## src/inc/lcell_defs.vh

```
`ifndef LCELL_DEFS_VH
`define LCELL_DEFS_VH

// ********************************************
// register byte offsets
// ********************************************
`define LCELL_ADR_LUT    8'h00
`define LCELL_ADR_MODE   8'h04
`define LCELL_ADR_CTRL   8'h08
`define LCELL_ADR_STAT   8'h0c

// ********************************************
// reset values
// ********************************************
`define LCELL_LUT_RST    32'h0000_0000
`define LCELL_MODE_RST   13'h0000
// configuration phase is active out of reset
`define LCELL_CTRL_RST   12'h800

// ********************************************
// mode register fields
// ********************************************
`define LCELL_MODE_W     13
`define LCELL_M_MODE     1:0
`define LCELL_M_FV2      3:2
`define LCELL_M_FV3      5:4
`define LCELL_M_FV4      6
`define LCELL_M_GV2      9:8
`define LCELL_M_GV3      11:10
`define LCELL_M_GV4      12

// ********************************************
// control register fields
// ********************************************
`define LCELL_CTRL_W     12
`define LCELL_C_SRC1     1:0
`define LCELL_C_SRC2     3:2
`define LCELL_C_XSEL     5:4
`define LCELL_C_YSEL     7:6
`define LCELL_C_HOLDEN   8
`define LCELL_C_CLREN    9
`define LCELL_C_CLKINV   10
`define LCELL_C_CONFIG   11

// ********************************************
// status register width
// ********************************************
`define LCELL_STAT_W     7

// ********************************************
// encodings
// ********************************************
`define LCELL_MODE_DUAL  2'h0
`define LCELL_MODE_ONE   2'h1
`define LCELL_MODE_MUX   2'h2
`define LCELL_VAR_B      2'h0
`define LCELL_VAR_C      2'h1
`define LCELL_VAR_QX     2'h2
`define LCELL_VAR_QY     2'h3
`define LCELL_SRC_F      2'h0
`define LCELL_SRC_G      2'h1
`define LCELL_SRC_DI     2'h2
`define LCELL_OUT_F      2'h0
`define LCELL_OUT_G      2'h1
`define LCELL_OUT_Q1     2'h2
`define LCELL_OUT_Q2     2'h3
`define LCELL_HALF_F     1'h0
`define LCELL_HALF_G     1'h1

`endif

```

## src/hw/lcell_flops.v

```verilog
`timescale 1ns/1ps
`default_nettype none

module lcell_flops (
  input  wire       clk,
  input  wire       nrst,
  input  wire       clear_en,
  input  wire       clear_in,
  input  wire       config_active,
  input  wire       cell_edge,
  input  wire       hold_en,
  input  wire       hold_enable_in,
  input  wire [1:0] data_in,
  output reg  [1:0] state
);

  // ********************************************
  // clear and enable qualification
  // ********************************************
  // clear acts without the clock, but only once enabled
  wire clear_n;
  wire take;

  assign clear_n = nrst & ~(clear_en & clear_in);
  // a disabled hold input counts as always high
  assign take = cell_edge & (~hold_en | hold_enable_in);

  // ********************************************
  // the two storage flops
  // ********************************************
  genvar i;
  generate
    for (i = 0; i < 2; i = i + 1) begin : g_ff
      always @(posedge clk or negedge clear_n) begin
        if (!clear_n) begin
          state[i] <= 1'b0;
        end else if (config_active) begin
          state[i] <= 1'b0;
        end else if (take) begin
          state[i] <= data_in[i];
        end
      end
    end
  endgenerate

endmodule // lcell_flops

`default_nettype wire

```

## src/hw/lcell_lut.v

```verilog
`timescale 1ns/1ps
`default_nettype none
`include "lcell_defs.vh"

module lcell_lut (
  input  wire [31:0] table_bits,
  input  wire [1:0]  mode,
  input  wire        var_a,
  input  wire        var_d,
  input  wire        var_e,
  input  wire        f_v2,
  input  wire        f_v3,
  input  wire        f_v4,
  input  wire        g_v2,
  input  wire        g_v3,
  input  wire        g_v4,
  output reg         func_f,
  output reg         func_g
);

  // ********************************************
  // table address forming
  // ********************************************
  // dual mode splits the table into two halves of sixteen
  wire [4:0] idx_f;
  wire [4:0] idx_g;
  wire [4:0] idx_one;

  assign idx_f   = {`LCELL_HALF_F, f_v4, f_v3, f_v2, var_a};
  assign idx_g   = {`LCELL_HALF_G, g_v4, g_v3, g_v2, var_a};
  // e picks the half: one five-input function, or two muxed
  assign idx_one = {var_e, var_d, f_v3, f_v2, var_a};

  // ********************************************
  // function outputs
  // ********************************************
  // reserved mode code behaves as dual mode
  always @* begin
    if (mode == `LCELL_MODE_ONE || mode == `LCELL_MODE_MUX) begin
      func_f = table_bits[idx_one];
      func_g = table_bits[idx_one];
    end else begin
      func_f = table_bits[idx_f];
      func_g = table_bits[idx_g];
    end
  end

endmodule // lcell_lut

`default_nettype wire

```

## src/hw/lcell_top.v

```verilog
// What this block does
// - logic section, two flops, five inputs, data, clock, clear, enable, two outputs
// - each flop loads the first function, second function or direct data
// - enabled clear high clears both flops at once, over all clocked activity
// - both flops are zero under chip reset and during configuration
// - hold enable low keeps both flop states on every active edge
// - hold enable and clear each switch on by configuration, else inert
// - a configuration bit inverts the cell clock, choosing the active edge
// - functions come from a 32 entry table on inputs and flop states
// - dual mode: two four-input functions sharing input one
// - single mode: one function of inputs one, four, five and two picks
// - muxed mode: input five chooses between two four-input functions
// - single and muxed modes give both function outputs the same value
// - dual mode results may feed either flop and either output
//
// The placing of the registers and the Wishbone interface to the registers were decided locally.

`timescale 1ns/1ps
`default_nettype none
`include "lcell_defs.vh"

module lcell_top (
  input  wire        clk,
  input  wire        nrst,
  // wishbone classic slave
  input  wire        wb_cyc_i,
  input  wire        wb_stb_i,
  input  wire        wb_we_i,
  input  wire [7:0]  wb_adr_i,
  input  wire [3:0]  wb_sel_i,
  input  wire [31:0] wb_dat_i,
  output reg  [31:0] wb_dat_o,
  output reg         wb_ack_o,
  // cell side
  input  wire [4:0]  logic_in,
  input  wire        direct_data_in,
  input  wire        cell_clk,
  input  wire        clear_in,
  input  wire        hold_enable_in,
  output wire        cell_out_x,
  output wire        cell_out_y
);

  // ********************************************
  // helper functions
  // ********************************************

  // byte-lane merge for a write
  function [31:0] merge_bytes;
    input [31:0] old_val;
    input [31:0] new_val;
    input [3:0]  sel;
    integer      k;
    begin
      merge_bytes = old_val;
      for (k = 0; k < 4; k = k + 1) begin
        if (sel[k]) begin
          merge_bytes[k*8 +: 8] = new_val[k*8 +: 8];
        end
      end
    end
  endfunction

  // pick one of b, c and the two flop states
  function pick_var;
    input [1:0] sel;
    input       vb;
    input       vc;
    input       qx;
    input       qy;
    begin
      case (sel)
        `LCELL_VAR_B:  pick_var = vb;
        `LCELL_VAR_C:  pick_var = vc;
        `LCELL_VAR_QX: pick_var = qx;
        default:       pick_var = qy;
      endcase
    end
  endfunction

  // pick a flop data source
  function pick_src;
    input [1:0] sel;
    input       ff;
    input       gg;
    input       di;
    begin
      case (sel)
        `LCELL_SRC_F: pick_src = ff;
        `LCELL_SRC_G: pick_src = gg;
        default:      pick_src = di;
      endcase
    end
  endfunction

  // pick what an output presents
  function pick_out;
    input [1:0] sel;
    input       ff;
    input       gg;
    input       q1;
    input       q2;
    begin
      case (sel)
        `LCELL_OUT_F:  pick_out = ff;
        `LCELL_OUT_G:  pick_out = gg;
        `LCELL_OUT_Q1: pick_out = q1;
        default:       pick_out = q2;
      endcase
    end
  endfunction

  // one offset compare, shared by the read mux and the write path
  function adr_hit;
    input [7:0] adr;
    input [7:0] off;
    begin
      adr_hit = (adr == off);
    end
  endfunction

  // ********************************************
  // declarations
  // ********************************************
  reg  [31:0]                lut_table;
  reg  [`LCELL_MODE_W-1:0]   mode_cfg;
  reg  [`LCELL_CTRL_W-1:0]   ctrl_cfg;
  reg                        prev_clk;
  reg  [31:0]                next_rdata;

  wire                       bus_req;
  wire                       bus_wr;
  wire [31:0]                mode_wide;
  wire [31:0]                ctrl_wide;
  wire [31:0]                stat_wide;
  wire [`LCELL_STAT_W-1:0]   stat_bits;
  wire                       hit_lut;
  wire                       hit_mode;
  wire                       hit_ctrl;
  wire                       hit_stat;
  wire [31:0]                mode_merged;
  wire [31:0]                ctrl_merged;

  wire [1:0]                 flop_state;
  wire                       first_flop_state;
  wire                       second_flop_state;
  wire                       clk_eff;
  wire                       cell_edge;

  wire                       var_a;
  wire                       var_b;
  wire                       var_c;
  wire                       var_d;
  wire                       var_e;
  wire                       f_v2;
  wire                       f_v3;
  wire                       f_v4;
  wire                       g_v2;
  wire                       g_v3;
  wire                       g_v4;
  wire                       func_f;
  wire                       func_g;
  wire [1:0]                 flop_data;

  // ********************************************
  // bus slave
  // ********************************************

  // a request is served once; ack then drops for a cycle
  assign bus_req = wb_cyc_i & wb_stb_i & ~wb_ack_o;
  assign bus_wr  = bus_req & wb_we_i;

  // offset decode, done once so reads and writes cannot disagree
  assign hit_lut  = adr_hit(wb_adr_i, `LCELL_ADR_LUT);
  assign hit_mode = adr_hit(wb_adr_i, `LCELL_ADR_MODE);
  assign hit_ctrl = adr_hit(wb_adr_i, `LCELL_ADR_CTRL);
  assign hit_stat = adr_hit(wb_adr_i, `LCELL_ADR_STAT);

  // zero-extended views of the stored fields
  assign mode_wide = {{(32-`LCELL_MODE_W){1'b0}}, mode_cfg};
  assign ctrl_wide = {{(32-`LCELL_CTRL_W){1'b0}}, ctrl_cfg};
  assign stat_wide = {{(32-`LCELL_STAT_W){1'b0}}, stat_bits};

  // status shows live cell state, read only
  assign stat_bits = {ctrl_cfg[`LCELL_C_CONFIG],
                      cell_out_y, cell_out_x,
                      func_g, func_f,
                      second_flop_state, first_flop_state};

  // read mux; unmapped offsets read zero
  always @* begin
    if (hit_lut) begin
      next_rdata = lut_table;
    end else if (hit_mode) begin
      next_rdata = mode_wide;
    end else if (hit_ctrl) begin
      next_rdata = ctrl_wide;
    end else if (hit_stat) begin
      next_rdata = stat_wide;
    end else begin
      next_rdata = 32'h0000_0000;
    end
  end

  // ack and read data, one cycle after the request
  always @(posedge clk or negedge nrst) begin
    if (!nrst) begin
      wb_ack_o <= 1'b0;
      wb_dat_o <= 32'h0000_0000;
    end else begin
      wb_ack_o <= bus_req;
      if (bus_req && !wb_we_i) begin
        wb_dat_o <= next_rdata;
      end
    end
  end

  // ********************************************
  // configuration registers
  // ********************************************

  // merge on the wide views; upper bits beyond a field are dropped
  assign mode_merged = merge_bytes(mode_wide, wb_dat_i, wb_sel_i);
  assign ctrl_merged = merge_bytes(ctrl_wide, wb_dat_i, wb_sel_i);

  // writes land at the same edge the ack rises
  always @(posedge clk or negedge nrst) begin
    if (!nrst) begin
      lut_table <= `LCELL_LUT_RST;
      mode_cfg  <= `LCELL_MODE_RST;
      ctrl_cfg  <= `LCELL_CTRL_RST;
    end else if (bus_wr) begin
      if (hit_lut) begin
        lut_table <= merge_bytes(lut_table, wb_dat_i, wb_sel_i);
      end else if (hit_mode) begin
        mode_cfg <= mode_merged[`LCELL_MODE_W-1:0];
      end else if (hit_ctrl) begin
        ctrl_cfg <= ctrl_merged[`LCELL_CTRL_W-1:0];
      end
    end
  end

  // ********************************************
  // cell clock polarity and edge
  // ********************************************

  // the cell clock is sampled; inverting it moves the edge
  assign clk_eff = cell_clk ^ ctrl_cfg[`LCELL_C_CLKINV];

  // previous level, so a rising effective level is one edge
  always @(posedge clk or negedge nrst) begin
    if (!nrst) begin
      prev_clk <= 1'b0;
    end else begin
      prev_clk <= clk_eff;
    end
  end

  // a polarity change while high can fake one edge
  assign cell_edge = clk_eff & ~prev_clk;

  // ********************************************
  // variable selection
  // ********************************************

  assign var_a = logic_in[0];
  assign var_b = logic_in[1];
  assign var_c = logic_in[2];
  assign var_d = logic_in[3];
  assign var_e = logic_in[4];

  assign first_flop_state  = flop_state[0];
  assign second_flop_state = flop_state[1];

  // two free picks per function among b, c and the flops
  assign f_v2 = pick_var(mode_cfg[`LCELL_M_FV2], var_b, var_c,
                         first_flop_state, second_flop_state);
  assign f_v3 = pick_var(mode_cfg[`LCELL_M_FV3], var_b, var_c,
                         first_flop_state, second_flop_state);
  assign g_v2 = pick_var(mode_cfg[`LCELL_M_GV2], var_b, var_c,
                         first_flop_state, second_flop_state);
  assign g_v3 = pick_var(mode_cfg[`LCELL_M_GV3], var_b, var_c,
                         first_flop_state, second_flop_state);

  // fourth dual-mode variable is input four or five
  assign f_v4 = mode_cfg[`LCELL_M_FV4] ? var_e : var_d;
  assign g_v4 = mode_cfg[`LCELL_M_GV4] ? var_e : var_d;

  // ********************************************
  // lookup table
  // ********************************************
  lcell_lut u_lut (
    .table_bits (lut_table),
    .mode       (mode_cfg[`LCELL_M_MODE]),
    .var_a      (var_a),
    .var_d      (var_d),
    .var_e      (var_e),
    .f_v2       (f_v2),
    .f_v3       (f_v3),
    .f_v4       (f_v4),
    .g_v2       (g_v2),
    .g_v3       (g_v3),
    .g_v4       (g_v4),
    .func_f     (func_f),
    .func_g     (func_g)
  );

  // ********************************************
  // flop data sources
  // ********************************************

  // either function or the direct input, per flop
  assign flop_data[0] = pick_src(ctrl_cfg[`LCELL_C_SRC1], func_f,
                                 func_g, direct_data_in);
  assign flop_data[1] = pick_src(ctrl_cfg[`LCELL_C_SRC2], func_f,
                                 func_g, direct_data_in);

  // ********************************************
  // the two flops
  // ********************************************
  lcell_flops u_flops (
    .clk            (clk),
    .nrst           (nrst),
    .clear_en       (ctrl_cfg[`LCELL_C_CLREN]),
    .clear_in       (clear_in),
    .config_active  (ctrl_cfg[`LCELL_C_CONFIG]),
    .cell_edge      (cell_edge),
    .hold_en        (ctrl_cfg[`LCELL_C_HOLDEN]),
    .hold_enable_in (hold_enable_in),
    .data_in        (flop_data),
    .state          (flop_state)
  );

  // ********************************************
  // cell outputs
  // ********************************************

  // combinational by nature: a function output has no flop
  assign cell_out_x = pick_out(ctrl_cfg[`LCELL_C_XSEL], func_f,
                               func_g, first_flop_state,
                               second_flop_state);
  assign cell_out_y = pick_out(ctrl_cfg[`LCELL_C_YSEL], func_f,
                               func_g, first_flop_state,
                               second_flop_state);

endmodule // lcell_top

`default_nettype wire

```

## config.mk

```make
export PLATFORM = sky130hd
export DESIGN_NAME = lcell_top
export DESIGN_NICKNAME = d
export VERILOG_FILES = /design/src/hw/lcell_flops.v /design/src/hw/lcell_lut.v /design/src/hw/lcell_top.v
export VERILOG_INCLUDE_DIRS = /design/src /design/src/inc
export SDC_FILE = /design/constraint.sdc
export NUM_CORES = 1
export LEC_CHECK = 0
export BUFFER_PORTS_ARGS = -buffer_cell sky130_fd_sc_hd__buf_4
export CORE_ASPECT_RATIO = 1.1
export CORE_UTILIZATION = 50
export DETAILED_ROUTE_END_ITERATION = 6
export PLACE_DENSITY = 0.78
export SLEW_MARGIN = 10
export SYNTH_ARGS = -nofsm -noshare
export SYNTH_HDL_FRONTEND = slang
export SYNTH_SLANG_ARGS = --single-unit
```

## constraint.sdc

```tcl
create_clock -name clk -period 3 [get_ports clk]
set_input_delay 0.3 -clock clk [delete_from_list [all_inputs] [get_ports clk]]
set_output_delay 0.3 -clock clk [all_outputs]
set_load 0.02 [all_outputs]
```

==> flow_summary.ini, run 1 <==
[global_route]
grt_pass1_vias = 3800
gr-total-overflow = 0
grt_pass1_wl_mm = 20.27
track_usage = 0.2882
antenna_found_initial = 0
grt_max_degree = 51

[critical_path]
required_ps = 2700
arrival_ps = 3120
critical_path.startpoint_type = flop
cpPeakStageDelay_ps = 570
path_cells = buf_6 > mux4_2 > buf_4 > buf_4 > a2111oi_4 > a311oi_2 > a211o_1 > and2_4 > o311a_1 > buf_6
rrSetupSlack_ps = 110
cp_max_fo = 7
path_class = reg -> out
endpoint_kind = primary output
crit_slowest_cell = mux4_2

[drt]
totalWireLength_mm = 12.64
wl_per_cell_um = 19.60
num_vias = 3811
drtIter0Drc = 183
drc_errors = 0
antenna_left = 0
viasPerCell = 5.909
first_pass_iters = 4

[floorplanning]
boundaryPins = 93
die_x_um = 93.66
rows = 36
core_area_um2 = 8919
die_h_um = 102.8
dieArea_um2 = 9631
initial_core_util = 0.5181

[synth]
seq_area_frac_synth = 0.5039
syn_nets = 470
ys_ff_latch = 93
async_flop_share = 1.000
synthTopCellsByCount = 92 x dfrtp_1, 75 x nand2_1, 55 x mux2_2
yosysTopAreaCell = dfrtp_1
netlist_area_um2 = 4621
synthCells = 412
synthTopCellsByArea = dfrtp_1 50%, mux2_2 13%, mux4_2 7.3%
synth.distinct_cells = 43
synth-edff-count = 0
synth_top_area_share = 0.4982
synth_area_per_cell_um2 = 11.22
yosys_warnings = 0
synthFlopType = dfrtp_1
synth.most_common_cell = dfrtp_1

[finish]
n_antenna_cell = 0
area_growth_pct = 27.08
n_fill_cell = 697
drive_above_1_share = 0.3974
layout.cells.non_filler = 645
design_area_um2 = 5872
fin_nets = 584
final_util = 0.6584

[place]
gp_congestion = 0.9729
dp_cells = 625
dpl_cell_area_um2 = 5580
io_buffers = 92
hpwl_mm = 9.432
dp_slack_ps = -83.50

[min_path]
hold_path.class = in -> reg

[sta]
finClkSkew_ps = 6.854
tns_ps = -838.0
min_period_over_period = 1.141
slew_headroom = 0.6240
worst_pin_slew_ps = 564.0
min_period_ps = 3424
final_hold_viol_count = 0
grt_setup_unrepaired = true
worst_slack_ps = -424.3
drv_slew = 0
whs_ps = 130.3
fmax_mhz = 292.0
setup_viol = 2

[run_status]
outcome = complete, but fails checks
violations = negative setup slack

[clock_network]
clk_latency_ps = 370
clk_path_buf_depth = 2
cts_max_level = 3
cts_tree = done
cts_buffers = 9
root_buffer = clkbuf_8
cts_num_sinks = 93
cts.clk_slew.worst_paths_ps = 90

[power_and_ir_drop]
p_total_mw = 2.336
ir_worst_vdd_uv = 262.2
p_leak_nw = 2.802
p_int_mw = 1.762
p_clk_frac = 0.355
powerDensity_nw_per_um2 = 397.9
sequentialPowerShare = 0.543
power.switching_mw = 0.5747
power_frac_comb = 0.102
p_sw_frac = 0.2460

[flow_run]
max_cap_violations = 0
-- sequential cells by signal (all words and copies together) (netlist names) --
| signal | flops |
|---|---|
| prev_clk | 1 |
| wb_ack_o | 1 |
| wb_dat_o | 32 |
| lut_table | 32 |
| u_flops.state | 2 |
| mode_cfg | 13 |
| ctrl_cfg | 12 |
-- logic make-up (layout without fill, tap and decap cells) --
logic type,count (synthesis),count (layout),synth area share
buffers and inverters,22,141,0.01868
AND/OR/NAND/NOR,130,130,0.1186
flip-flops,93,93,0.5039
XOR/XNOR,3,3,0.005687
AO/OA/AOI/OAI,72,72,0.09830
multiplexers,92,92,0.2548
-- cell type report --
class,count,area (um2),share of cell area
flip-flops and latches,93,2328,0.3965
repair buffers,119,925.9,0.1577
clock buffers,11,131.4,0.02237
inverters,6,22.52,0.003836
multi-input cells,297,2262,0.3853
clock inverters,5,58.81,0.01001
well taps,114,142.6,0.02429
-- critical path, delay by kind of cell, from the launching register on --
kind | cells | cell delay [ps]
compound gates | 4 | 1000
buf+inv | 4 | 620
flops | 1 | 390
mux | 1 | 570
simple gates | 1 | 180
-- power by group through the flow --
stage | combinational [mW] | clock, mW | sequential [mW]
after global placement | 0.220 | 0 | 1.29
after floorplan | 0.0883 | 0 | 1.29
after global routing | 0.258 | 0.902 | 1.27
final | 0.238 | 0.830 | 1.27
after CTS | 0.233 | 0.847 | 1.27
after detailed placement | 0.224 | 0 | 1.29
-- routing by layer --
metal	wire length [um]	GRT usage	part of all wire
met1	4913	0.3643	0.39
met2	6374	0.4876	0.50
met3	931	0.06121	0.074
met4	422	0.1172	0.033
met5	0	0	0
-- layout by cell type, fill, tap and decap left out, types with 2 or more instances in the layout --
| cell type | instances |
|---|---|
| a211oi_1 | 3 |
| a21oi_1 | 13 |
| a22o_1 | 4 |
| a311o_1 | 2 |
| buf_4 | 112 |
| buf_6 | 4 |
| clkbuf_1 | 2 |
| clkbuf_8 | 9 |
| clkinvlp_4 | 2 |
| dfrtp_1 | 92 |
| dlygate4sd3_1 | 2 |
| inv_1 | 6 |
| mux2_2 | 55 |
| mux2i_1 | 21 |
| mux4_2 | 15 |
| nand2_1 | 75 |
| nand3_1 | 6 |
| nor2_1 | 27 |
| nor2b_1 | 2 |
| nor3_1 | 6 |
| nor3b_1 | 3 |
| o21ai_0 | 31 |
| o21ai_1 | 2 |
| o22ai_1 | 3 |
| o311a_1 | 2 |
| or3_1 | 2 |
| xor2_1 | 2 |
-- path summary, 6_finish.rpt --
kind                       depth (start not counted)             start                to
setup / recovery                                  10  u_flops.state[1]        cell_out_x
hold / removal                                     2          cell_clk          prev_clk
setup reg to reg                                  10  u_flops.state[1]       wb_dat_o[4]
hold reg to reg                                    1       ctrl_cfg[9]  u_flops.state[1]
max in group asynchronous                          3              nrst  u_flops.state[0]
min in group asynchronous                          1       ctrl_cfg[9]  u_flops.state[1]
-- timing repair --
item | 4_1_cts | 5_1_grt
endpoints found under the hold margin | 42 | 0
pin swaps | 4 | 0
endpoints found under the setup margin | 2 | 4
gates resized for setup | 7 | 6
gates cloned | 0 | 0
hold buffers | 2 | 0
buffers inserted | 1 | 1
No activity file was read; power rests on OpenSTA's default activity.
==> run 2, diff against run 1 <==
--- a/config.mk
+++ b/config.mk
@@ -7,10 +7,13 @@
 export NUM_CORES = 1
 export LEC_CHECK = 0
 export BUFFER_PORTS_ARGS = -buffer_cell sky130_fd_sc_hd__buf_4
+export CELL_PAD_IN_SITES_DETAIL_PLACEMENT = 1
+export CELL_PAD_IN_SITES_GLOBAL_PLACEMENT = 2
 export CORE_ASPECT_RATIO = 1.1
-export CORE_UTILIZATION = 50
+export CORE_UTILIZATION = 32
+export CTS_BUF_LIST = sky130_fd_sc_hd__clkbuf_16
 export DETAILED_ROUTE_END_ITERATION = 6
-export PLACE_DENSITY = 0.78
+export PLACE_DENSITY = 0.77
 export SLEW_MARGIN = 10
 export SYNTH_ARGS = -nofsm -noshare
 export SYNTH_HDL_FRONTEND = slang
==> run 2 against run 1 <==
  * The flow still finishes with violations (negative setup slack)
  * Design area is 3.2% higher
  * Cell count is 12% higher
  * Non-clock buffer count is 2 higher
  * Total power is 9.3% higher
  * Sequential share of layout area is 1.2 points lower
  * Sequential power hardly changed
  * Critical endpoint unchanged
  * Largest cell class unchanged
==> flow_summary.ini, run 2 (synthesized netlist as in run 1, its figures left out) <==
[sta]
setup_viol = 2
slew_headroom = 0.5638
finClkSkew_ps = 6.402
worst_pin_slew_ps = 654.3
whs_ps = 156.5
min_period_ps = 3367
fmax_mhz = 297.0
worst_slack_ps = -366.9
final_hold_viol_count = 0
grt_setup_unrepaired = true
drv_slew = 0
min_period_over_period = 1.122

[critical_path]
arrival_ps = 3070
endpoint_kind = primary output
cpPeakStageDelay_ps = 530
critical_path.startpoint_type = flop
cp_top_family = multiplexers
cp_max_fo = 3
crit_slowest_cell = mux4_2
path_class = reg -> out
required_ps = 2700
crit_buf_inv = 2
path_cells = buf_6 > mux4_2 > mux4_2 > nor2_2 > nor3b_2 > or3_1 > and2_4 > o311a_1 > buf_6

[finish]
area_growth_pct = 31.11
final_util = 0.4339
n_fill_cell = 1573
reg_top3 = lut_table: 32 flops, wb_dat_o: 32 flops, mode_cfg: 13 flops
fin_nets = 586
n_antenna_cell = 0
final_common_cell = buf_4
layout_common_cells = 114 x buf_4, 92 x dfrtp_1, 75 x nand2_1
drive_above_1_share = 0.4041

[drt]
drc_errors = 0
totalWireLength_mm = 14.08
antenna_left = 0
num_vias = 3738
drtIter0Drc = 155
first_pass_iters = 4
wl_per_cell_um = 19.56
viasPerCell = 5.192

[clock_network]
cts.clk_slew.worst_paths_ps = 70
cts_tree = done
clk_latency_ps = 350
cts_num_sinks = 93
cts_buffers = 9
root_buffer = clkbuf_16
clk_path_buf_depth = 2
cts_max_level = 3

[global_route]
grt_pass1_wl_mm = 21.83
grt_max_degree = 43
track_usage = 0.1998
antenna_found_initial = 0
grt_pass1_vias = 3986
gr-total-overflow = 0

[place]
io_buffers = 92
gp_congestion = 0.8773
hpwl_mm = 10.64

[power_and_ir_drop]
powerDensity_nw_per_um2 = 421.6
ir_worst_vdd_uv = 308.9
p_total_mw = 2.554
p_leak_nw = 2.856

[floorplanning]
dieArea_um2 = 14920
boundaryPins = 93
rows = 45
core_area_um2 = 13960
die_h_um = 128.0
die_x_um = 116.6
initial_core_util = 0.3309

[flow_run]
max_cap_violations = 0

[min_path]
hold_path.class = in -> reg

[run_status]
violations = negative setup slack
outcome = complete, but fails checks
## run 2: cell count changes in the layout (fill, tap and decap cells not counted), sizes merged
cell,delta
bufinv,-1
clkinv,+3
clkbuf,-2
clkinvlp,-1
buf,+2
## run 2: repair_timing
item,4_1_cts,5_1_grt
pin swaps,4,3
buffers inserted,3,3
hold endpoints to repair,35,0
hold buffers,2,0
setup endpoints to repair,3,5
gates resized for setup,6,12
## run 2: report_power, final
part	total, mW	switching, mW	internal [mW]
Sequential	1.27	0.00871	1.26
Clock	1.04	0.490	0.548
Combinational	0.246	0.129	0.116
## run 2: per-stage QoR
step	std cells	setup slack (ps)	TNS (ps)	cell area (um2)
final	720	-366.9	-726.0	6058
after global routing	720	-467.5	-1031	6058
after CTS	719	-369.2	-734.2	5996
after detailed placement	699	-128.5	-331.7	5660
after global placement	699	-65.04	-126.8	5660
after floorplan	412	15.23	0	4621
## run 2: worst paths after layout
kind / startpoint / end / slack, ps / cells past startpoint
max: u_flops.state[0] / cell_out_x / -370 / 9
min: cell_clk / prev_clk / 160 / 2
max reg2reg: u_flops.state[1] / wb_dat_o[4] / 30 / 9
min reg2reg: ctrl_cfg[9] / u_flops.state[0] / 300 / 1
max in group asynchronous: nrst / lut_table[18] / 1730 / 3
min in group asynchronous: ctrl_cfg[9] / u_flops.state[0] / 300 / 1
## run 2: routing by layer
layer,vias up,GRT usage,wire [um]
li1,1728,-,-
met1,1888,0.2540,6288
met2,99,0.3314,6832
met3,23,0.03499,583
met4,0,0.08712,379
met5,-,0,0
## run 2: final cells by class
type	instances	area [um2]	area share
flip-flops and latches	93	2328	0.3843
inverters	6	22.52	0.003717
multi-input cells	297	2282	0.3767
clock inverters	6	32.53	0.005370
repair buffers	121	932.1	0.1539
well taps	188	235.2	0.03883
clock buffers	9	225.2	0.03717
## run 2: worst reg2reg max path, stage by stage, from the launching register on
cell       delay [ps]
dfrtp_1           400
mux4_2            530
mux4_2            370
a2111oi_4         400
a311oi_2          100
a211o_1           270
buf_4             140
buf_4             150
a2111oi_1         390
a211oi_1           80
==> run 3, diff against run 2 <==
--- a/config.mk
+++ b/config.mk
@@ -14,6 +14,7 @@
 export CTS_BUF_LIST = sky130_fd_sc_hd__clkbuf_16
 export DETAILED_ROUTE_END_ITERATION = 6
 export PLACE_DENSITY = 0.77
+export SETUP_SLACK_MARGIN = 0.02
 export SLEW_MARGIN = 10
 export SYNTH_ARGS = -nofsm -noshare
 export SYNTH_HDL_FRONTEND = slang
==> run 3 against run 2 <==
  * The flow still finishes with violations (negative setup slack)
  * Combinational power about the same
  * Register-to-register slack gained 110 ps
  * Clock skew is 0.64 ps lower
  * Sequential share of layout area down 0.11 points
  * Sequential power about the same
  * Cell count stayed put
  * Design area rose by 0.29%
  * Clock-buffer cell count did not move
  * Total power about the same
  * Largest cell class unchanged
  * Highest routed layer unchanged
==> flow_summary.ini, run 3 (synthesized netlist as in run 1, its figures left out) <==
[clock_network]
cts_max_level = 3
root_buffer = clkbuf_16
cts_buffers = 9
clk_latency_ps = 350
cts_tree = done
cts.clk_slew.worst_paths_ps = 70
clk_path_buf_depth = 2
cts_num_sinks = 93

[drt]
antenna_left = 0
wl_per_cell_um = 19.56
drc_errors = 0
num_vias = 3725
viasPerCell = 5.174
totalWireLength_mm = 14.08
drtIter0Drc = 153
first_pass_iters = 4

[critical_path]
ff2ff_path_depth = 9
required_ps = 2700
crit_buf_inv = 2
cpPeakStageDelay_ps = 530
critical_path.startpoint_type = flop
cp_top_family = multiplexers
r2r-end = wb_dat_o[4]
cp_max_fo = 3
crit_slowest_cell = mux4_2
arrival_ps = 3070
endpoint_kind = primary output
rrSetupSlack_ps = 140
path_cells = buf_6 > mux4_2 > mux4_2 > nor2_2 > nor3b_2 > or3_1 > and2_4 > o311a_1 > buf_6
path_class = reg -> out
r2r_start = u_flops.state[1]

[floorplanning]
dieArea_um2 = 14920
boundaryPins = 93
rows = 45
initial_core_util = 0.3309
die_h_um = 128.0
core_area_um2 = 13960
die_x_um = 116.6

[global_route]
track_usage = 0.1998
grt_pass1_wl_mm = 21.84
gr-total-overflow = 0
antenna_found_initial = 0
grt_max_degree = 43
grt_pass1_vias = 3987

[min_path]
hold_path.class = in -> reg
hold_path_end = prev_clk
hold_depth = 2
hold_start = cell_clk

[sta]
drv_slew = 0
setup_viol = 2
finClkSkew_ps = 5.762
worst_pin_slew_ps = 652.5
final_hold_viol_count = 0
worst_slack_ps = -374.9
min_period_ps = 3375
slew_headroom = 0.5650
fmax_mhz = 296.3
min_period_over_period = 1.125
grt_setup_unrepaired = true

[flow_run]
max_cap_violations = 0

[finish]
final_common_cell = buf_4
layout.cells.non_filler = 720
multi_input_area_um2 = 2300
seq_area_um2 = 2328
reg_top3 = lut_table: 32 flops, wb_dat_o: 32 flops, mode_cfg: 13 flops
drive_above_1_share = 0.4060
area_growth_pct = 31.49
n_fill_cell = 1572
n_antenna_cell = 0
layout_common_cells = 114 x buf_4, 92 x dfrtp_1, 75 x nand2_1
fin_nets = 586

[place]
dp_cells = 699
gp_congestion = 0.8773
io_buffers = 92
dp_slack_ps = -128.5
hpwl_mm = 10.64

[run_status]
violations = negative setup slack
outcome = complete, but fails checks

[power_and_ir_drop]
p_leak_nw = 2.859
ir_worst_vdd_uv = 309.3
powerDensity_nw_per_um2 = 420.7
p_total_mw = 2.556
[run 3: cell count changes in the layout (fill, tap and decap cells not counted)]
| cell | before | now |
|---|---|---|
| a2111oi_4 | 2 | 3 |
| a2111oi_1 | 1 | 0 |
[run 3: worst max path at each step]
stage                           startpoint  slack, ps  cells after the start          to
after floorplan           u_flops.state[1]         20                      7  cell_out_x
after global placement         logic_in[1]        -70                      9  cell_out_x
after detailed placement       logic_in[1]       -130                      9  cell_out_y
after CTS                 u_flops.state[0]       -370                      9  cell_out_y
after global routing      u_flops.state[0]       -470                      9  cell_out_x
final                     u_flops.state[0]       -370                      9  cell_out_x
[run 3: routing by layer]
layer  track usage  part of all wire
met1        0.2531              0.45
met2        0.3345              0.49
met3       0.03499             0.035
met4       0.08265             0.022
met5             0                 0
[run 3: final cells by class]
type,count,area share
Multi-Input combinational cell,297,0.3785
Timing Repair Buffer,121,0.1534
Clock inverter,6,0.005354
Inverter,6,0.003707
Tap cell,188,0.03872
Clock buffer,9,0.03707
Sequential cell,93,0.3832
[run 3: power by group]
part           internal [mW]  switching, mW
Clock                  0.548          0.488
Sequential              1.26        0.00875
Combinational          0.118          0.130
[run 3: repair_timing]
item,in CTS,in global routing
gates resized for setup,7,13
hold buffers,2,0
buffers inserted,3,3
setup endpoints to repair,4,6
pin swaps,4,4
endpoints found under the hold margin,35,0
[run 3: metrics by stage]
stage | utilization | hold WS (ps) | setup TNS, ps | cell area [um2]
2_1_floorplan | - | 4.409 | 0 | 4621
3_3_place_gp | 0.4054 | 298.0 | -126.8 | 5660
3_5_place_dp | 0.4054 | 302.8 | -331.7 | 5660
4_1_cts | 0.4297 | 148.7 | -734.2 | 6001
5_1_grt | 0.4351 | 165.1 | -935.0 | 6076
6_report | 0.4351 | 156.8 | -737.4 | 6076
